## config.mk

```make
export PLATFORM = sky130hd
export DESIGN_NAME = pdc_channel_pair
export DESIGN_NICKNAME = d
export VERILOG_FILES = /design/src/hdl/pdc_channel_pair.v
export VERILOG_INCLUDE_DIRS = /design/src /design/src/hdl
export SDC_FILE = /design/constraint.sdc
export NUM_CORES = 1
export LEC_CHECK = 0
export BUFFER_PORTS_ARGS = -buffer_cell sky130_fd_sc_hd__buf_2
export CAP_MARGIN = 20
export CORE_AREA = 2 2 184 186
export DETAILED_ROUTE_END_ITERATION = 8
export DIE_AREA = 0 0 186 188
export PLACE_DENSITY = 0.8
export SYNTH_ARGS = -nofsm -noshare
export SYNTH_HDL_FRONTEND = slang
export SYNTH_SLANG_ARGS = --single-unit
```

## constraint.sdc

```tcl
create_clock -name SYS_CLK_I -period 4.54 [get_ports SYS_CLK_I]
set_input_delay 0 -clock SYS_CLK_I [delete_from_list [all_inputs] [get_ports SYS_CLK_I]]
set_output_delay 0 -clock SYS_CLK_I [all_outputs]
set_load 0.01 [all_outputs]
```

## src/hdl/pdc_defines.vh

```
// Register map, field positions and reset values of the peripheral DMA
// channel pair. Definitions only; included by the channel-pair module.
`ifndef PDC_DEFINES_VH
`define PDC_DEFINES_VH
`define PDC_RX_PTR_OFS 12'h100
`define PDC_RX_CNT_OFS 12'h104
`define PDC_TX_PTR_OFS 12'h108
`define PDC_TX_CNT_OFS 12'h10c
`define PDC_RX_NPTR_OFS 12'h110
`define PDC_RX_NCNT_OFS 12'h114
`define PDC_TX_NPTR_OFS 12'h118
`define PDC_TX_NCNT_OFS 12'h11c
`define PDC_CTRL_OFS 12'h120
`define PDC_STAT_OFS 12'h124
`define PDC_FLAG_OFS 12'h128
`define PDC_SIZE_OFS 12'h12c
`define PDC_RX_EN_BIT 0
`define PDC_RX_DIS_BIT 1
`define PDC_TX_EN_BIT 8
`define PDC_TX_DIS_BIT 9
`define PDC_RX_STAT_BIT 0
`define PDC_TX_STAT_BIT 8
`define PDC_PTR_RESET 32'h0000_0000
`define PDC_CNT_RESET 16'h0000
`define PDC_SIZE_RESET 2'h0
`define PDC_SIZE_BYTE 2'h0
`define PDC_SIZE_HALF 2'h1
`define PDC_SIZE_WORD 2'h2
`endif

```

## src/hdl/pdc_channel_pair.v

```verilog
// Peripheral DMA channel pair: one receive and one transmit channel for a
// group of identical peripherals, with chained current/next buffers.
// Assumes an Avalon-MM slave for software, a single-cycle system bus master
// port with grant, and peripherals giving rising-edge requests on the same clock.
`include "pdc_defines.vh"
`timescale 1ns/1ps
`default_nettype none

module pdc_channel_pair #(
    parameter NPER = 2
) (
    input wire SYS_CLK_I,               // Master clock, 100 MHz
    input wire RESET_N_I,               // Asynchronous reset, active low
    input wire [11:0] AVS_ADDRESS_I,    // Byte address in peripheral map
    input wire AVS_READ_I,              // Read strobe
    input wire AVS_WRITE_I,             // Write strobe
    input wire [31:0] AVS_WRITEDATA_I,  // Write data
    input wire [3:0] AVS_BYTEENABLE_I,  // Byte enables
    output reg [31:0] AVS_READDATA_O,   // Read data
    output wire AVS_WAITREQUEST_O,      // Wait request
    input wire [NPER-1:0] RX_REQ_I,     // Peripheral receive requests
    input wire [NPER-1:0] TX_REQ_I,     // Peripheral transmit requests
    output reg [NPER-1:0] PER_RD_O,     // Peripheral holding read strobe
    output reg [NPER-1:0] PER_WR_O,     // Peripheral transmit write strobe
    input wire [31:0] PER_RDATA_I,      // Peripheral receive holding data
    output reg [31:0] PER_WDATA_O,      // Data to peripheral
    output reg BUS_REQ_O,               // System bus request
    input wire BUS_GNT_I,               // System bus grant
    output reg [31:0] MEM_ADDR_O,       // Memory address
    output reg MEM_RD_O,                // Memory read strobe
    output reg MEM_WR_O,                // Memory write strobe
    output reg [1:0] MEM_SIZE_O,        // Transfer size code
    output reg [31:0] MEM_WDATA_O,      // Memory write data
    input wire [31:0] MEM_RDATA_I,      // Memory read data, same cycle
    output wire RX_END_O,               // Receive buffer end flag
    output wire RX_FULL_O,              // Receive all buffers full flag
    output wire TX_END_O,               // Transmit buffer end flag
    output wire TX_EMPTY_O              // Transmit all buffers empty flag
);

    localparam ST_IDLE = 2'h0;
    localparam ST_REQ = 2'h1;
    localparam ST_RXWR = 2'h2;
    localparam ST_DONE = 2'h3;

    reg [31:0] rx_ptr_reg, rx_nptr_reg, tx_ptr_reg, tx_nptr_reg;
    reg [15:0] rx_cnt_reg, rx_ncnt_reg, tx_cnt_reg, tx_ncnt_reg;
    reg rx_en_reg, tx_en_reg;
    reg rx_end_reg, tx_end_reg;
    reg [1:0] size_reg;
    reg [1:0] state_reg;
    reg dir_tx_reg;
    reg [NPER-1:0] sel_reg;
    reg [31:0] hold_reg;
    reg [NPER-1:0] rx_pend_reg, tx_pend_reg;
    reg [NPER-1:0] rx_prev_reg, tx_prev_reg;

    wire in_map = (AVS_ADDRESS_I[11:8] == 4'h1) &&
        (AVS_ADDRESS_I[7:6] == 2'h0);
    wire wr = AVS_WRITE_I && in_map;
    // Every access answers in the cycle it is raised
    assign AVS_WAITREQUEST_O = 1'b0;

    wire [31:0] wmask = {{8{AVS_BYTEENABLE_I[3]}}, {8{AVS_BYTEENABLE_I[2]}},
        {8{AVS_BYTEENABLE_I[1]}}, {8{AVS_BYTEENABLE_I[0]}}};

    wire wr_rx_ptr = wr && (AVS_ADDRESS_I == `PDC_RX_PTR_OFS);
    wire wr_rx_cnt = wr && (AVS_ADDRESS_I == `PDC_RX_CNT_OFS);
    wire wr_tx_ptr = wr && (AVS_ADDRESS_I == `PDC_TX_PTR_OFS);
    wire wr_tx_cnt = wr && (AVS_ADDRESS_I == `PDC_TX_CNT_OFS);
    wire wr_rx_nptr = wr && (AVS_ADDRESS_I == `PDC_RX_NPTR_OFS);
    wire wr_rx_ncnt = wr && (AVS_ADDRESS_I == `PDC_RX_NCNT_OFS);
    wire wr_tx_nptr = wr && (AVS_ADDRESS_I == `PDC_TX_NPTR_OFS);
    wire wr_tx_ncnt = wr && (AVS_ADDRESS_I == `PDC_TX_NCNT_OFS);
    wire wr_ctrl = wr && (AVS_ADDRESS_I == `PDC_CTRL_OFS);
    wire wr_size = wr && (AVS_ADDRESS_I == `PDC_SIZE_OFS);

    // Channels stall on zero count even while enabled
    wire rx_ready = rx_en_reg && (rx_cnt_reg != 16'h0000);
    wire tx_ready = tx_en_reg && (tx_cnt_reg != 16'h0000);

    wire [31:0] step = (size_reg == `PDC_SIZE_WORD) ? 32'h4 :
        (size_reg == `PDC_SIZE_HALF) ? 32'h2 : 32'h1;

    // Pending requests: a new rising request is latched, and the lowest-numbered
    // pending peripheral goes first; only one is served at a time.
    reg [NPER-1:0] rx_pick, tx_pick;
    integer k;
    always @* begin
        rx_pick = {NPER{1'b0}};
        tx_pick = {NPER{1'b0}};
        for (k = NPER - 1; k >= 0; k = k - 1) begin
            if (rx_pend_reg[k]) begin
                rx_pick = {NPER{1'b0}};
                rx_pick[k] = 1'b1;
            end
            if (tx_pend_reg[k]) begin
                tx_pick = {NPER{1'b0}};
                tx_pick[k] = 1'b1;
            end
        end
    end
    wire rx_any = rx_ready && (rx_pend_reg != {NPER{1'b0}});
    wire tx_any = tx_ready && (tx_pend_reg != {NPER{1'b0}});

    wire start = (state_reg == ST_IDLE) && (rx_any || tx_any);
    wire done = (state_reg == ST_DONE);
    wire done_rx = done && !dir_tx_reg;
    wire done_tx = done && dir_tx_reg;

    // Set wins over the serve-clear of a pending request
    genvar g;
    generate
        for (g = 0; g < NPER; g = g + 1) begin : g_pend
            always @(posedge SYS_CLK_I or negedge RESET_N_I) begin
                if (!RESET_N_I) begin
                    rx_pend_reg[g] <= 1'b0;
                    tx_pend_reg[g] <= 1'b0;
                    rx_prev_reg[g] <= 1'b0;
                    tx_prev_reg[g] <= 1'b0;
                end else begin
                    rx_prev_reg[g] <= RX_REQ_I[g];
                    tx_prev_reg[g] <= TX_REQ_I[g];
                    if (RX_REQ_I[g] && !rx_prev_reg[g]) begin
                        rx_pend_reg[g] <= 1'b1;
                    end else if (done_rx && sel_reg[g]) begin
                        rx_pend_reg[g] <= 1'b0;
                    end
                    if (TX_REQ_I[g] && !tx_prev_reg[g]) begin
                        tx_pend_reg[g] <= 1'b1;
                    end else if (done_tx && sel_reg[g]) begin
                        tx_pend_reg[g] <= 1'b0;
                    end
                end
            end
        end
    endgenerate

    // Transfer sequencer
    always @(posedge SYS_CLK_I or negedge RESET_N_I) begin
        if (!RESET_N_I) begin
            state_reg <= ST_IDLE;
            dir_tx_reg <= 1'b0;
            sel_reg <= {NPER{1'b0}};
            hold_reg <= 32'h0;
            BUS_REQ_O <= 1'b0;
            PER_RD_O <= {NPER{1'b0}};
            PER_WR_O <= {NPER{1'b0}};
            PER_WDATA_O <= 32'h0;
            MEM_ADDR_O <= 32'h0;
            MEM_RD_O <= 1'b0;
            MEM_WR_O <= 1'b0;
            MEM_SIZE_O <= `PDC_SIZE_RESET;
            MEM_WDATA_O <= 32'h0;
        end else begin
            PER_RD_O <= {NPER{1'b0}};
            PER_WR_O <= {NPER{1'b0}};
            MEM_RD_O <= 1'b0;
            MEM_WR_O <= 1'b0;
            case (state_reg)
                ST_IDLE: begin
                    if (start) begin
                        // Receive beats transmit on contention
                        dir_tx_reg <= !rx_any;
                        sel_reg <= rx_any ? rx_pick : tx_pick;
                        BUS_REQ_O <= 1'b1;
                        state_reg <= ST_REQ;
                    end
                end
                ST_REQ: begin
                    if (BUS_GNT_I) begin
                        MEM_SIZE_O <= size_reg;
                        if (dir_tx_reg) begin
                            // Single bus cycle: read memory, write peripheral
                            MEM_ADDR_O <= tx_ptr_reg;
                            MEM_RD_O <= 1'b1;
                            PER_WR_O <= sel_reg;
                            PER_WDATA_O <= MEM_RDATA_I;
                            BUS_REQ_O <= 1'b0;
                            state_reg <= ST_DONE;
                        end else begin
                            PER_RD_O <= sel_reg;
                            hold_reg <= PER_RDATA_I;
                            state_reg <= ST_RXWR;
                        end
                    end
                end
                ST_RXWR: begin
                    MEM_ADDR_O <= rx_ptr_reg;
                    MEM_WDATA_O <= hold_reg;
                    MEM_WR_O <= 1'b1;
                    BUS_REQ_O <= 1'b0;
                    state_reg <= ST_DONE;
                end
                ST_DONE: begin
                    state_reg <= ST_IDLE;
                end
                default: begin
                    state_reg <= ST_IDLE;
                end
            endcase
        end
    end

    // Control and chaining; software writes override the pointer and count update
    wire rx_zero_next = done_rx && (rx_cnt_reg == 16'h0001);
    wire tx_zero_next = done_tx && (tx_cnt_reg == 16'h0001);
    always @(posedge SYS_CLK_I or negedge RESET_N_I) begin
        if (!RESET_N_I) begin
            rx_ptr_reg <= `PDC_PTR_RESET;
            rx_nptr_reg <= `PDC_PTR_RESET;
            tx_ptr_reg <= `PDC_PTR_RESET;
            tx_nptr_reg <= `PDC_PTR_RESET;
            rx_cnt_reg <= `PDC_CNT_RESET;
            rx_ncnt_reg <= `PDC_CNT_RESET;
            tx_cnt_reg <= `PDC_CNT_RESET;
            tx_ncnt_reg <= `PDC_CNT_RESET;
            rx_en_reg <= 1'b0;
            tx_en_reg <= 1'b0;
            rx_end_reg <= 1'b0;
            tx_end_reg <= 1'b0;
            size_reg <= `PDC_SIZE_RESET;
        end else begin
            if (done_rx) begin
                rx_ptr_reg <= rx_ptr_reg + step;
                rx_cnt_reg <= rx_cnt_reg - 16'h0001;
                if (rx_zero_next) begin
                    rx_end_reg <= 1'b1;
                    if (rx_ncnt_reg != 16'h0000) begin
                        rx_ptr_reg <= rx_nptr_reg;
                        rx_cnt_reg <= rx_ncnt_reg;
                        rx_ncnt_reg <= 16'h0000;
                    end
                end
            end
            if (done_tx) begin
                tx_ptr_reg <= tx_ptr_reg + step;
                tx_cnt_reg <= tx_cnt_reg - 16'h0001;
                if (tx_zero_next) begin
                    tx_end_reg <= 1'b1;
                    if (tx_ncnt_reg != 16'h0000) begin
                        tx_ptr_reg <= tx_nptr_reg;
                        tx_cnt_reg <= tx_ncnt_reg;
                        tx_ncnt_reg <= 16'h0000;
                    end
                end
            end
            // Completion in the same cycle keeps the flag set
            if ((wr_rx_cnt || wr_rx_ncnt) && !rx_zero_next) begin
                rx_end_reg <= 1'b0;
            end
            if ((wr_tx_cnt || wr_tx_ncnt) && !tx_zero_next) begin
                tx_end_reg <= 1'b0;
            end
            if (wr_rx_ptr) begin
                rx_ptr_reg <= (rx_ptr_reg & ~wmask) |
                    (AVS_WRITEDATA_I & wmask);
            end
            if (wr_tx_ptr) begin
                tx_ptr_reg <= (tx_ptr_reg & ~wmask) |
                    (AVS_WRITEDATA_I & wmask);
            end
            if (wr_rx_nptr) begin
                rx_nptr_reg <= (rx_nptr_reg & ~wmask) |
                    (AVS_WRITEDATA_I & wmask);
            end
            if (wr_tx_nptr) begin
                tx_nptr_reg <= (tx_nptr_reg & ~wmask) |
                    (AVS_WRITEDATA_I & wmask);
            end
            if (wr_rx_cnt) begin
                rx_cnt_reg <= (rx_cnt_reg & ~wmask[15:0]) |
                    (AVS_WRITEDATA_I[15:0] & wmask[15:0]);
            end
            if (wr_tx_cnt) begin
                tx_cnt_reg <= (tx_cnt_reg & ~wmask[15:0]) |
                    (AVS_WRITEDATA_I[15:0] & wmask[15:0]);
            end
            if (wr_rx_ncnt) begin
                rx_ncnt_reg <= (rx_ncnt_reg & ~wmask[15:0]) |
                    (AVS_WRITEDATA_I[15:0] & wmask[15:0]);
            end
            if (wr_tx_ncnt) begin
                tx_ncnt_reg <= (tx_ncnt_reg & ~wmask[15:0]) |
                    (AVS_WRITEDATA_I[15:0] & wmask[15:0]);
            end
            if (wr_size && AVS_BYTEENABLE_I[0]) begin
                size_reg <= AVS_WRITEDATA_I[1:0];
            end
            // Disable outranks enable in the same write
            if (wr_ctrl && AVS_BYTEENABLE_I[0]) begin
                if (AVS_WRITEDATA_I[`PDC_RX_DIS_BIT]) begin
                    rx_en_reg <= 1'b0;
                end else if (AVS_WRITEDATA_I[`PDC_RX_EN_BIT]) begin
                    rx_en_reg <= 1'b1;
                end
            end
            if (wr_ctrl && AVS_BYTEENABLE_I[1]) begin
                if (AVS_WRITEDATA_I[`PDC_TX_DIS_BIT]) begin
                    tx_en_reg <= 1'b0;
                end else if (AVS_WRITEDATA_I[`PDC_TX_EN_BIT]) begin
                    tx_en_reg <= 1'b1;
                end
            end
        end
    end

    // End flags registered; full and empty flags derived from the live counters
    assign RX_END_O = rx_end_reg;
    assign TX_END_O = tx_end_reg;
    assign RX_FULL_O = (rx_cnt_reg == 16'h0000) && (rx_ncnt_reg == 16'h0000);
    assign TX_EMPTY_O = (tx_cnt_reg == 16'h0000) && (tx_ncnt_reg == 16'h0000);

    // Read path; the control register is write-only and reads as zero
    always @* begin
        AVS_READDATA_O = 32'h0;
        if (AVS_READ_I && in_map) begin
            case (AVS_ADDRESS_I)
                `PDC_RX_PTR_OFS: AVS_READDATA_O = rx_ptr_reg;
                `PDC_RX_CNT_OFS: AVS_READDATA_O = {16'h0, rx_cnt_reg};
                `PDC_TX_PTR_OFS: AVS_READDATA_O = tx_ptr_reg;
                `PDC_TX_CNT_OFS: AVS_READDATA_O = {16'h0, tx_cnt_reg};
                `PDC_RX_NPTR_OFS: AVS_READDATA_O = rx_nptr_reg;
                `PDC_RX_NCNT_OFS: AVS_READDATA_O = {16'h0, rx_ncnt_reg};
                `PDC_TX_NPTR_OFS: AVS_READDATA_O = tx_nptr_reg;
                `PDC_TX_NCNT_OFS: AVS_READDATA_O = {16'h0, tx_ncnt_reg};
                `PDC_STAT_OFS: begin
                    AVS_READDATA_O[`PDC_RX_STAT_BIT] = rx_en_reg;
                    AVS_READDATA_O[`PDC_TX_STAT_BIT] = tx_en_reg;
                end
                `PDC_FLAG_OFS: AVS_READDATA_O = {28'h0, TX_EMPTY_O,
                    TX_END_O, RX_FULL_O, RX_END_O};
                `PDC_SIZE_OFS: AVS_READDATA_O = {30'h0, size_reg};
                default: AVS_READDATA_O = 32'h0;
            endcase
        end
    end

endmodule

`default_nettype wire

```

==> metrics, run 1 <==
worst skew pair latency=540 ps; fmax=302 MHz; peak ir drop on the vdd network=0.000365 V; portion of the post-synthesis area used by sequential elements=46.0%; growth of design area from synthesis to finish=21.1%; # diodes=0; die width=186 microns; Final Hold Viols=0; met1 GRT Util=50.8%; worst slew pin tran=1110 ps; initial standard-cell utilization of the core=57.2%; met3 track demand over resource in global routing=8.60%; core outline area=33100 sq um; via count of the first global-routing pass=18200; half-perimeter wire length after detailed placement=46500 microns; arrival time of data at the critical path endpoint=3310 ps; setup tns final=0 ps; detailed-route vias per instance=6.70; DIE HEIGHT=188 microns; number of nets produced by synthesis=2076; synthesized flop and latch total=348; cell internal pwr=0.00680 W; Worst-path clk slew=60 ps; TritonCTS clock tree=yes; Final Slew Violations=0; Setup Buffers After CTS=0; max-cap violations=0; # rows=67; utilization of the core after routing=69.3%; Total Die Area=35000 sq um; top-level I/O count=263; count of input and output buffers=261; clock tree root driver cell=sky130_fd_sc_hd__clkbuf_16; vias after detailed routing=18300; ys flop type=sky130_fd_sc_hd__dfrtp_1; instance count after placement with tap cells included=2549; maximum fanout along the worst path=9; post-synthesis instance total=1937; Switching Fraction=34.1%; Unique masters post-synth=87; drt drc=24; RSZ-0062 raised after global routing=false; Clk pwr share=29.8%; final net count=2389; Mapped Avg Cell Area=9.78 sq um; number of fillers in the final layout=2429; buffer levels on the longest clock path=3; residual overflow from global routing=0; cell taking the most area after synthesis=sky130_fd_sc_hd__dfrtp_1; critical path endpoint category=output port; Gate power share=29.5%; cell leakage power=10.6 nW; Post-synth EDFFs=0; Slew headroom=25.7%; Synth Cell Area=18900 sq um; Max Clock Skew=19.0 ps; first-pass GRT wire length=104000 microns; nature of the critical path startpoint=flip-flop; GRT met2 Usage=60.4%; gpl congestion=1.03; proportion of netlist area held by the largest area contributor=46.0%; Total Power=0.0103 W; Total Routed Length=68100 microns; largest net degree at the start of global routing=143; Inserted Clock Buffers=40; Post-DRT Antenna Nets=0; sequential cell fraction of total power=40.7%; final critical delay including setup and external delays=3310 ps; number of design-rule violations left by the first detailed-router iteration=2541; Final Non-Filler Cells=2725; Hold Path Class=in -> reg; largest cells by area after synthesis=sky130_fd_sc_hd__dfrtp_1 (46%), sky130_fd_sc_hd__mux2_2 (7.4%), sky130_fd_sc_hd__nand2_1 (4.2%); power density normalized to cell area=450 nW/um^2; share of the clock period used by the worst path after layout=73.0%; count of yosys warnings during synthesis=0; H-tree levels=2; FFs w/ async S/R, synth=100%; switching power=0.00352 W; share of final-layout standard cells stronger than drive strength 1=23.1%; Setup CP Type=reg -> out; antenna violations before repair=1; required time worst endpoint=4540 ps; DR WL/cell=25.0 microns; violated checks=DRC; Pre-antenna DRT Iters=9; peak-usage layer in the global routing report=met2; CTS Sinks=348; run status=finished with violations; Setup violations, final=0; Total GRT Usage=38.7%
[layout make-up]
cell class,count,area [sq um],area share (%)
Timing Repair Buffer,408,2740,11.9
Multi-Input combinational cell,1417,9580,41.8
Tap cell,448,561,2.44
Inverter,35,131,0.573
Clock buffer,55,1110,4.83
Clock inverter,14,119,0.518
Sequential cell,348,8710,38.0
[critical path, cell delays in order, from the launching register on]
cell and delay, ps:
sky130_fd_sc_hd__dfrtp_1 490, sky130_fd_sc_hd__nor4_4 570, sky130_fd_sc_hd__nand4b_1 570, sky130_fd_sc_hd__inv_1 230, sky130_fd_sc_hd__and3b_1 310, sky130_fd_sc_hd__a22oi_1 110
sky130_fd_sc_hd__a21oi_1 310, sky130_fd_sc_hd__buf_2 190
[power groups by stage]
| stage | combinational, W | sequential (W) | clock (W) |
|---|---|---|---|
| 4_1_cts | 0.00299 | 0.00417 | 0.00310 |
| 2_1_floorplan | 0.00180 | 0.00422 | 0 |
| 3_3_place_gp | 0.00281 | 0.00417 | 0 |
| 5_1_grt | 0.00331 | 0.00426 | 0.00323 |
| 6_report | 0.00304 | 0.00420 | 0.00307 |
| 3_5_place_dp | 0.00291 | 0.00422 | 0 |
[cell families (layout without fill, tap and decap cells)]
| group | count (synthesis) | count (layout) | synth area share (%) |
|---|---|---|---|
| xor gates and xnor gates | 49 | 49 | 2.27 |
| buffers and inverters | 172 | 512 | 3.65 |
| and+or+nand+nor | 583 | 583 | 15.4 |
| DFF | 348 | 348 | 46.0 |
| adders and majority gates | 18 | 18 | 1.19 |
| other | 1 | 1 | 0.0198 |
| AOI/OAI and AO/OA | 569 | 569 | 19.9 |
| muxes | 197 | 197 | 11.7 |
[per-stage QoR]
step                worst slack (ps)  cell area, sq um  hold slack (ps)
global route                    1150             22900             39.5
floorplan                       1930             18900             -296
global placement                1530             20600              115
finish                          1230             22900             51.8
CTS                             1350             22900             10.3
detailed placement              1450             20600              124
[cells in the mapped netlist (25+ instances only)]
master	number
sky130_fd_sc_hd__xor2_1	28
sky130_fd_sc_hd__o211ai_1	25
sky130_fd_sc_hd__a22oi_1	65
sky130_fd_sc_hd__nand2_1	212
sky130_fd_sc_hd__nor3_1	32
sky130_fd_sc_hd__nand3_1	58
sky130_fd_sc_hd__nor2_1	125
sky130_fd_sc_hd__mux2i_1	64
sky130_fd_sc_hd__o21ai_0	123
sky130_fd_sc_hd__dfrtp_1	348
sky130_fd_sc_hd__a21oi_1	137
sky130_fd_sc_hd__inv_1	33
sky130_fd_sc_hd__mux2_2	125
sky130_fd_sc_hd__clkbuf_1	89
sky130_fd_sc_hd__a22o_1	34
sky130_fd_sc_hd__nor4_1	25
[per-layer routing]
metal | part of all wire (%) | routed length, microns
met1 | 38 | 25900
met4 | 5.4 | 3670
met3 | 11 | 7230
met5 | 0.010 | 7
met2 | 46 | 31300
[layout by cell type (no fill, tap or decap), drive strengths merged, types with 7 or more instances in the layout]
master and n:
xor2 28, nand3 58, xnor2 21, o22ai 23
buf 301, inv 34, and4 10, nand2b 7
mux2i 66, o211ai 25, ha 18, nand4 23
o21ai 129, a221o 16, clkinv 12, nand2 212
a22o 34, and2 14, or4 8, a211oi 18
a31oi 20, clkbuf 55, a21oi 137, nor4 32
mux2 125, a22oi 65, o221ai 11, nor2 128
a222oi 10, and3 12, dlygate4sd3 107, a32oi 11
dfrtp 348, nor3 36, or3 12, a21o 13
[what timing repair did]
item	CTS	global route
hold endpoints to repair	369	0
resized for setup	0	0
hold buffers	107	0
[path summary, 6_finish.rpt]
check | from | slack [ps] | endpoint | depth (start not counted)
min | AVS_WRITE_I | 50 | RX_END_O | 4
max | flip-flop | 1230 | AVS_READDATA_O[1] | 7
min in group asynchronous | RESET_N_I | 120 | MEM_WDATA_O[13] | 2
max reg2reg | flip-flop | 1250 | flip-flop | 7
min reg2reg | tx_prev_reg[0] | 430 | tx_pend_reg[0] | 1
max in group asynchronous | RESET_N_I | 3160 | tx_ncnt_reg[5] | 3
Note: power is estimated with default switching activity, not from simulation.
==> run 2: changes to the inputs <==
Clock period 4.54 ns to 3.3 ns, I/O delays scaled along.
==> metrics, run 2 (synthesis gave the netlist of run 1 again) <==
peak ir drop on the vdd network=0.000523 V (+43%); critical path endpoint category=output port; Total GRT Usage=40.1% (+1.4 points); number of fillers in the final layout=2424 (-0.21%); Worst Reg-to-Reg Cells=7 (unchanged); vias after detailed routing=18600 (+2.1%); Pre-antenna DRT Iters=7 (-2); Final Slew Violations=0 (unchanged); WHS Path Cells=4 (unchanged); antenna violations before repair=3 (+2); maximum fanout along the worst path=5 (-4); source of the worst hold timing path=AVS_BYTEENABLE_I[1]; top-level I/O count=263 (unchanged); required time worst endpoint=3300 ps (-1240 ps); Total Routed Length=70300 microns (+3.4%); Hold Path Class=in -> reg; initial standard-cell utilization of the core=57.2% (unchanged); H-tree levels=2 (unchanged); # rows=67 (unchanged); Inserted Clock Buffers=39 (-2.5%); # diodes=0 (unchanged); Max Clock Skew=24.8 ps (+5.80 ps); die width=186 microns (unchanged); gpl congestion=1.02 (-1.1%); Total Power=0.0149 W (+44%); setup tns final=0 ps (unchanged); Post-DRT Antenna Nets=0 (unchanged); crit path setup slack, layout=135 ps (-1090 ps); register-to-register setup slack=430 ps (-820 ps); pre-CTS setup slack=556 ps (-890 ps); Worst-path clk slew=60 ps (about the same); detailed-route vias per instance=6.70 (about the same); cell leakage power=10.9 nW (+3.5%); RSZ-0062 raised after global routing=false; fmax=316 MHz; core outline area=33100 sq um (unchanged); run status=completed; Gate power share=28.7% (-0.8 points); Final Hold Viols=0 (unchanged); Slew headroom=31.7% (+6.0 points); Setup Buffers After CTS=0 (unchanged); count of input and output buffers=261 (unchanged); half-perimeter wire length after detailed placement=48800 microns (+5.1%); first-pass GRT wire length=107000 microns (+3.0%); power density normalized to cell area=632 nW/um^2 (+40%); Clk pwr share=32.6% (+2.8 points); worst slew pin tran=1020 ps (-93.5 ps); switching power=0.00494 W (+40%); cell internal pwr=0.00995 W (+46%); via count of the first global-routing pass=18500 (+2.0%); hold_buf cts=107 (unchanged); DR WL/cell=25.3 microns (+1.3%); largest net degree at the start of global routing=113 (-21%); drt drc=0 (-100%); share of final-layout standard cells stronger than drive strength 1=25.2% (+2.1 points); Setup violations, final=0 (unchanged); final net count=2443 (+2.3%); DIE HEIGHT=188 microns (unchanged); CTS Sinks=348 (unchanged); Total Die Area=35000 sq um (unchanged); share of the clock period used by the worst path after layout=95.9%; Setup CP Type=reg -> out; buffer levels on the longest clock path=3 (unchanged); growth of design area from synthesis to finish=24.4%; TritonCTS clock tree=yes; clock tree root driver cell=sky130_fd_sc_hd__clkbuf_16; arrival time of data at the critical path endpoint=3160 ps (-150 ps); sequential cell fraction of total power=38.7% (-2.0 points); most common cell after layout, fill and taps aside=sky130_fd_sc_hd__dfrtp_1; worst skew pair latency=540 ps (about the same); number of design-rule violations left by the first detailed-router iteration=2355 (-7.3%); CTS-repair resized insts=0 (unchanged); max-cap violations=0 (unchanged); Switching Fraction=33.2% (-0.93 points); final critical delay including setup and external delays=3160 ps; residual overflow from global routing=0 (unchanged); nature of the critical path startpoint=flip-flop; top library cells by usage in the layout, fill and taps aside=sky130_fd_sc_hd__dfrtp_1 (348), sky130_fd_sc_hd__buf_2 (260), sky130_fd_sc_hd__nand2_1 (212), sky130_fd_sc_hd__a21oi_1 (137)
[run 2: cell types whose count changed in the layout (fill, tap and decap cells not counted), sizes merged]
cell	delta
clkbuf	-2
clkinv	-4
bufinv	+6
inv	+1
clkinvlp	+1
buf	+55
[run 2: layout make-up]
| cell class | instances | area [sq um] | share of cell area [%] |
|---|---|---|---|
| multi-input combinational | 1417 | 9580 | 40.6 |
| sequential | 348 | 8710 | 36.9 |
| timing repair buffer | 463 | 3160 | 13.4 |
| clock buffer | 53 | 1140 | 4.83 |
| tap | 448 | 561 | 2.38 |
| clock inverter | 18 | 292 | 1.24 |
| inverter | 35 | 131 | 0.557 |
[run 2: per-stage QoR]
| stage | utilization, % | instance area [sq um] | instances | hold slack, ps |
|---|---|---|---|---|
| global route | 71.2 | 23600 | 2782 | 82.1 |
| CTS | 71.2 | 23600 | 2782 | 5.99 |
| global placement | 63.6 | 21100 | 2604 | 124 |
| floorplan | - | 18900 | 1937 | -296 |
| detailed placement | 63.6 | 21100 | 2604 | 128 |
| finish | 71.2 | 23600 | 2782 | 53.4 |
[run 2: critical path, cell delays in order, from the launching register on]
cell and delay, ps:
sky130_fd_sc_hd__dfrtp_1 440, sky130_fd_sc_hd__nor4_2 520, sky130_fd_sc_hd__nand4b_1 410, sky130_fd_sc_hd__buf_4 290
sky130_fd_sc_hd__inv_1 100, sky130_fd_sc_hd__and3b_1 310, sky130_fd_sc_hd__a22oi_1 100, sky130_fd_sc_hd__a21oi_1 280
sky130_fd_sc_hd__buf_2 200
[run 2: per-layer routing]
layer | up-vias | track usage, % | routed length, microns
met2 | 1350 | 62.3 | 32200
met3 | 332 | 9.96 | 7920
met1 | 8999 | 51.5 | 26000
met4 | 4 | 21.8 | 4140
li1 | 7950 | - | -
met5 | - | 0 | 20
[run 2: power by group through the flow]
stage / clock network (W) / registers [W] / logic (W)
global placement: 0 / 0.00573 / 0.00395
floorplan: 0 / 0.00581 / 0.00247
global route: 0.00506 / 0.00585 / 0.00463
CTS: 0.00487 / 0.00572 / 0.00420
finish: 0.00485 / 0.00577 / 0.00427
detailed placement: 0 / 0.00579 / 0.00406
[run 2: worst max path at each step]
stage | from | endpoint | slack (ps)
floorplan | size_reg[0] | flip-flop | 690
global placement | AVS_ADDRESS_I[9] | rx_ncnt_reg[2] | 570
detailed placement | flip-flop | flip-flop | 560
CTS | flip-flop | AVS_READDATA_O[1] | 290
global route | flip-flop | AVS_READDATA_O[1] | 160
finish | flip-flop | AVS_READDATA_O[1] | 140
==> run 3: changes to the inputs <==
Settings changed: RECOVER_POWER set to 50.
==> metrics, run 3 (synthesis gave the netlist of run 1 again) <==
violated checks=capacitance limit, slew limit; core outline area=33100 sq um (unchanged); Hold Path Class=in -> reg; cell leakage power=10.6 nW (-3.5%); CTS Sinks=348 (unchanged); # diodes=0 (unchanged); fmax=315 MHz (-0.23%); final-layout worst hold slack=45.2 ps (-8.26 ps); setup tns final=0 ps (unchanged); Pre-antenna DRT Iters=9 (+2); die width=186 microns (unchanged); power density normalized to cell area=632 nW/um^2 (about the same); largest net degree at the start of global routing=113 (unchanged); Final Hold Viols=0 (unchanged); share of final-layout standard cells stronger than drive strength 1=20.4% (-4.8 points); maximum fanout along the worst path=6 (+1); buffer levels on the longest clock path=3 (unchanged); Inserted Clock Buffers=39 (unchanged); detailed-route vias per instance=6.71 (+0.23%); via count of the first global-routing pass=18500 (unchanged); peak ir drop on the vdd network=0.000524 V (+0.32%); drt drc=0 (unchanged); clock tree root driver cell=sky130_fd_sc_hd__clkbuf_16; half-perimeter wire length after detailed placement=48800 microns (unchanged); final net count=2443 (unchanged); final critical delay including setup and external delays=3170 ps (+7.34 ps); required time worst endpoint=3300 ps (about the same); DIE HEIGHT=188 microns (unchanged); TritonCTS clock tree=yes; gpl congestion=1.02 (unchanged); Max Clock Skew=22.8 ps (-1.99 ps); source of the worst hold timing path=AVS_WRITE_I; DR WL/cell=25.3 microns (about the same); share of the clock period used by the worst path after layout=96.1% (+0.22 points); top library cells by usage in the layout, fill and taps aside=sky130_fd_sc_hd__dfrtp_1 (348), sky130_fd_sc_hd__nand2_1 (212), sky130_fd_sc_hd__buf_2 (150), sky130_fd_sc_hd__a21oi_1 (137); run status=finished with violations; growth of design area from synthesis to finish=23.6%; max-cap violations=1 (+1); number of design-rule violations left by the first detailed-router iteration=2481 (+5.4%); Setup CP Type=reg -> out; critical path endpoint category=output port; # rows=67 (unchanged); hold_buf cts=107 (unchanged); Slew headroom=-91.9% (-120 points); CTS-repair resized insts=0 (unchanged); most common cell after layout, fill and taps aside=sky130_fd_sc_hd__dfrtp_1; Setup Buffers After CTS=0 (unchanged); area used by sequential logic in the layout=8710 sq um (unchanged); area of placed instances=21100 sq um (unchanged); Final Slew Violations=110 (+110); register-to-register setup slack=410 ps (-20 ps); antenna violations before repair=3 (unchanged); vias after detailed routing=18700 (+0.23%); initial standard-cell utilization of the core=57.2% (unchanged); Total GRT Usage=40.1% (unchanged); CP max stage delay=490 ps (-30 ps); slowest CP cell=sky130_fd_sc_hd__dfrtp_1; top-level I/O count=263 (unchanged); Worst-path clk slew=60 ps (about the same); arrival time of data at the critical path endpoint=3170 ps (about the same); Setup violations, final=0 (unchanged); Design Area, Final=23400 sq um (-0.71%); area of the multi-input gates=9580 sq um (about the same); Post-DRT Antenna Nets=0 (unchanged); Critical Path, Cell by Cell=nor4_4 -> nand4b_1 -> buf_4 -> inv_1 -> and3b_1 -> a22oi_1 -> a21oi_1 -> buf_2; Total Routed Length=70400 microns (about the same); crit path setup slack, layout=128 ps (-7.34 ps); WHS Path Cells=4 (unchanged); number of fillers in the final layout=2512 (+3.6%); Crit path max-delay family=simple AND/OR/NAND/NOR gates; RSZ-0062 raised after global routing=false; residual overflow from global routing=0 (unchanged); worst slew pin tran=2880 ps (+1860 ps); worst skew pair latency=540 ps (about the same); Worst Reg-to-Reg Cells=7 (unchanged); nature of the critical path startpoint=flip-flop; first-pass GRT wire length=107000 microns (unchanged); Total Die Area=35000 sq um (unchanged); endpoint of the worst hold-timing path=RX_END_O; H-tree levels=2 (unchanged); pre-CTS setup slack=556 ps (unchanged); count of buffering cells on the critical path with inverters included=3 (unchanged); count of input and output buffers=261 (unchanged)
## run 3: worst reg2reg max path: stages (launching register included)
cell and delay (ps):
sky130_fd_sc_hd__dfrtp_1 440, sky130_fd_sc_hd__nor3_1 470, sky130_fd_sc_hd__nand2_1 290, sky130_fd_sc_hd__or4_1 920, sky130_fd_sc_hd__buf_4 310, sky130_fd_sc_hd__a21oi_1 150, sky130_fd_sc_hd__o221ai_1 130, sky130_fd_sc_hd__nand3_1 100
## run 3: power breakdown
part	switching [W]	internal, W
logic	0.00240	0.00176
clock network	0.00187	0.00298
registers	0.000690	0.00509
## run 3: final cells by class
cell class              instances  area share [%]
clock buffers                  53            4.87
clock inverters                18            1.25
inverters                      35           0.561
multi-input cells            1417            40.9
flip-flops and latches        348            37.2
well taps                     448            2.39
repair buffers                463            12.8
## run 3: per-stage QoR
| step | util [%] | std cells | power (W) |
|---|---|---|---|
| 5_1_grt | 70.7 | 2782 | 0.0154 |
| 4_1_cts | 71.2 | 2782 | 0.0148 |
| 3_5_place_dp | 63.6 | 2604 | 0.00985 |
| 3_3_place_gp | 63.6 | 2604 | 0.00968 |
| 6_report | 70.7 | 2782 | 0.0148 |
| 2_1_floorplan | - | 1937 | 0.00828 |
## run 3: per-layer routing
layer / vias to the layer above / global-route usage [%] / share of wire (%)
met2: 1384 / 62.3 / 46
met1: 8996 / 51.5 / 37
met4: 2 / 21.8 / 6.0
met5: - / 0 / 0.017
li1: 7947 / - / -
met3: 348 / 9.96 / 12
## run 3: how the worst max path moves through the flow
| stage | startpoint | end | slack [ps] | depth (start not counted) |
|---|---|---|---|---|
| 2_1_floorplan | size_reg[0] | flip-flop | 690 | 9 |
| 4_1_cts | flip-flop | AVS_READDATA_O[1] | 290 | 8 |
| 6_report | flip-flop | AVS_READDATA_O[1] | 130 | 8 |
| 3_5_place_dp | flip-flop | flip-flop | 560 | 7 |
| 3_3_place_gp | AVS_ADDRESS_I[9] | rx_ncnt_reg[2] | 570 | 7 |
| 5_1_grt | RESET_N_I | asynchronous set/reset pin | 80 | 3 |
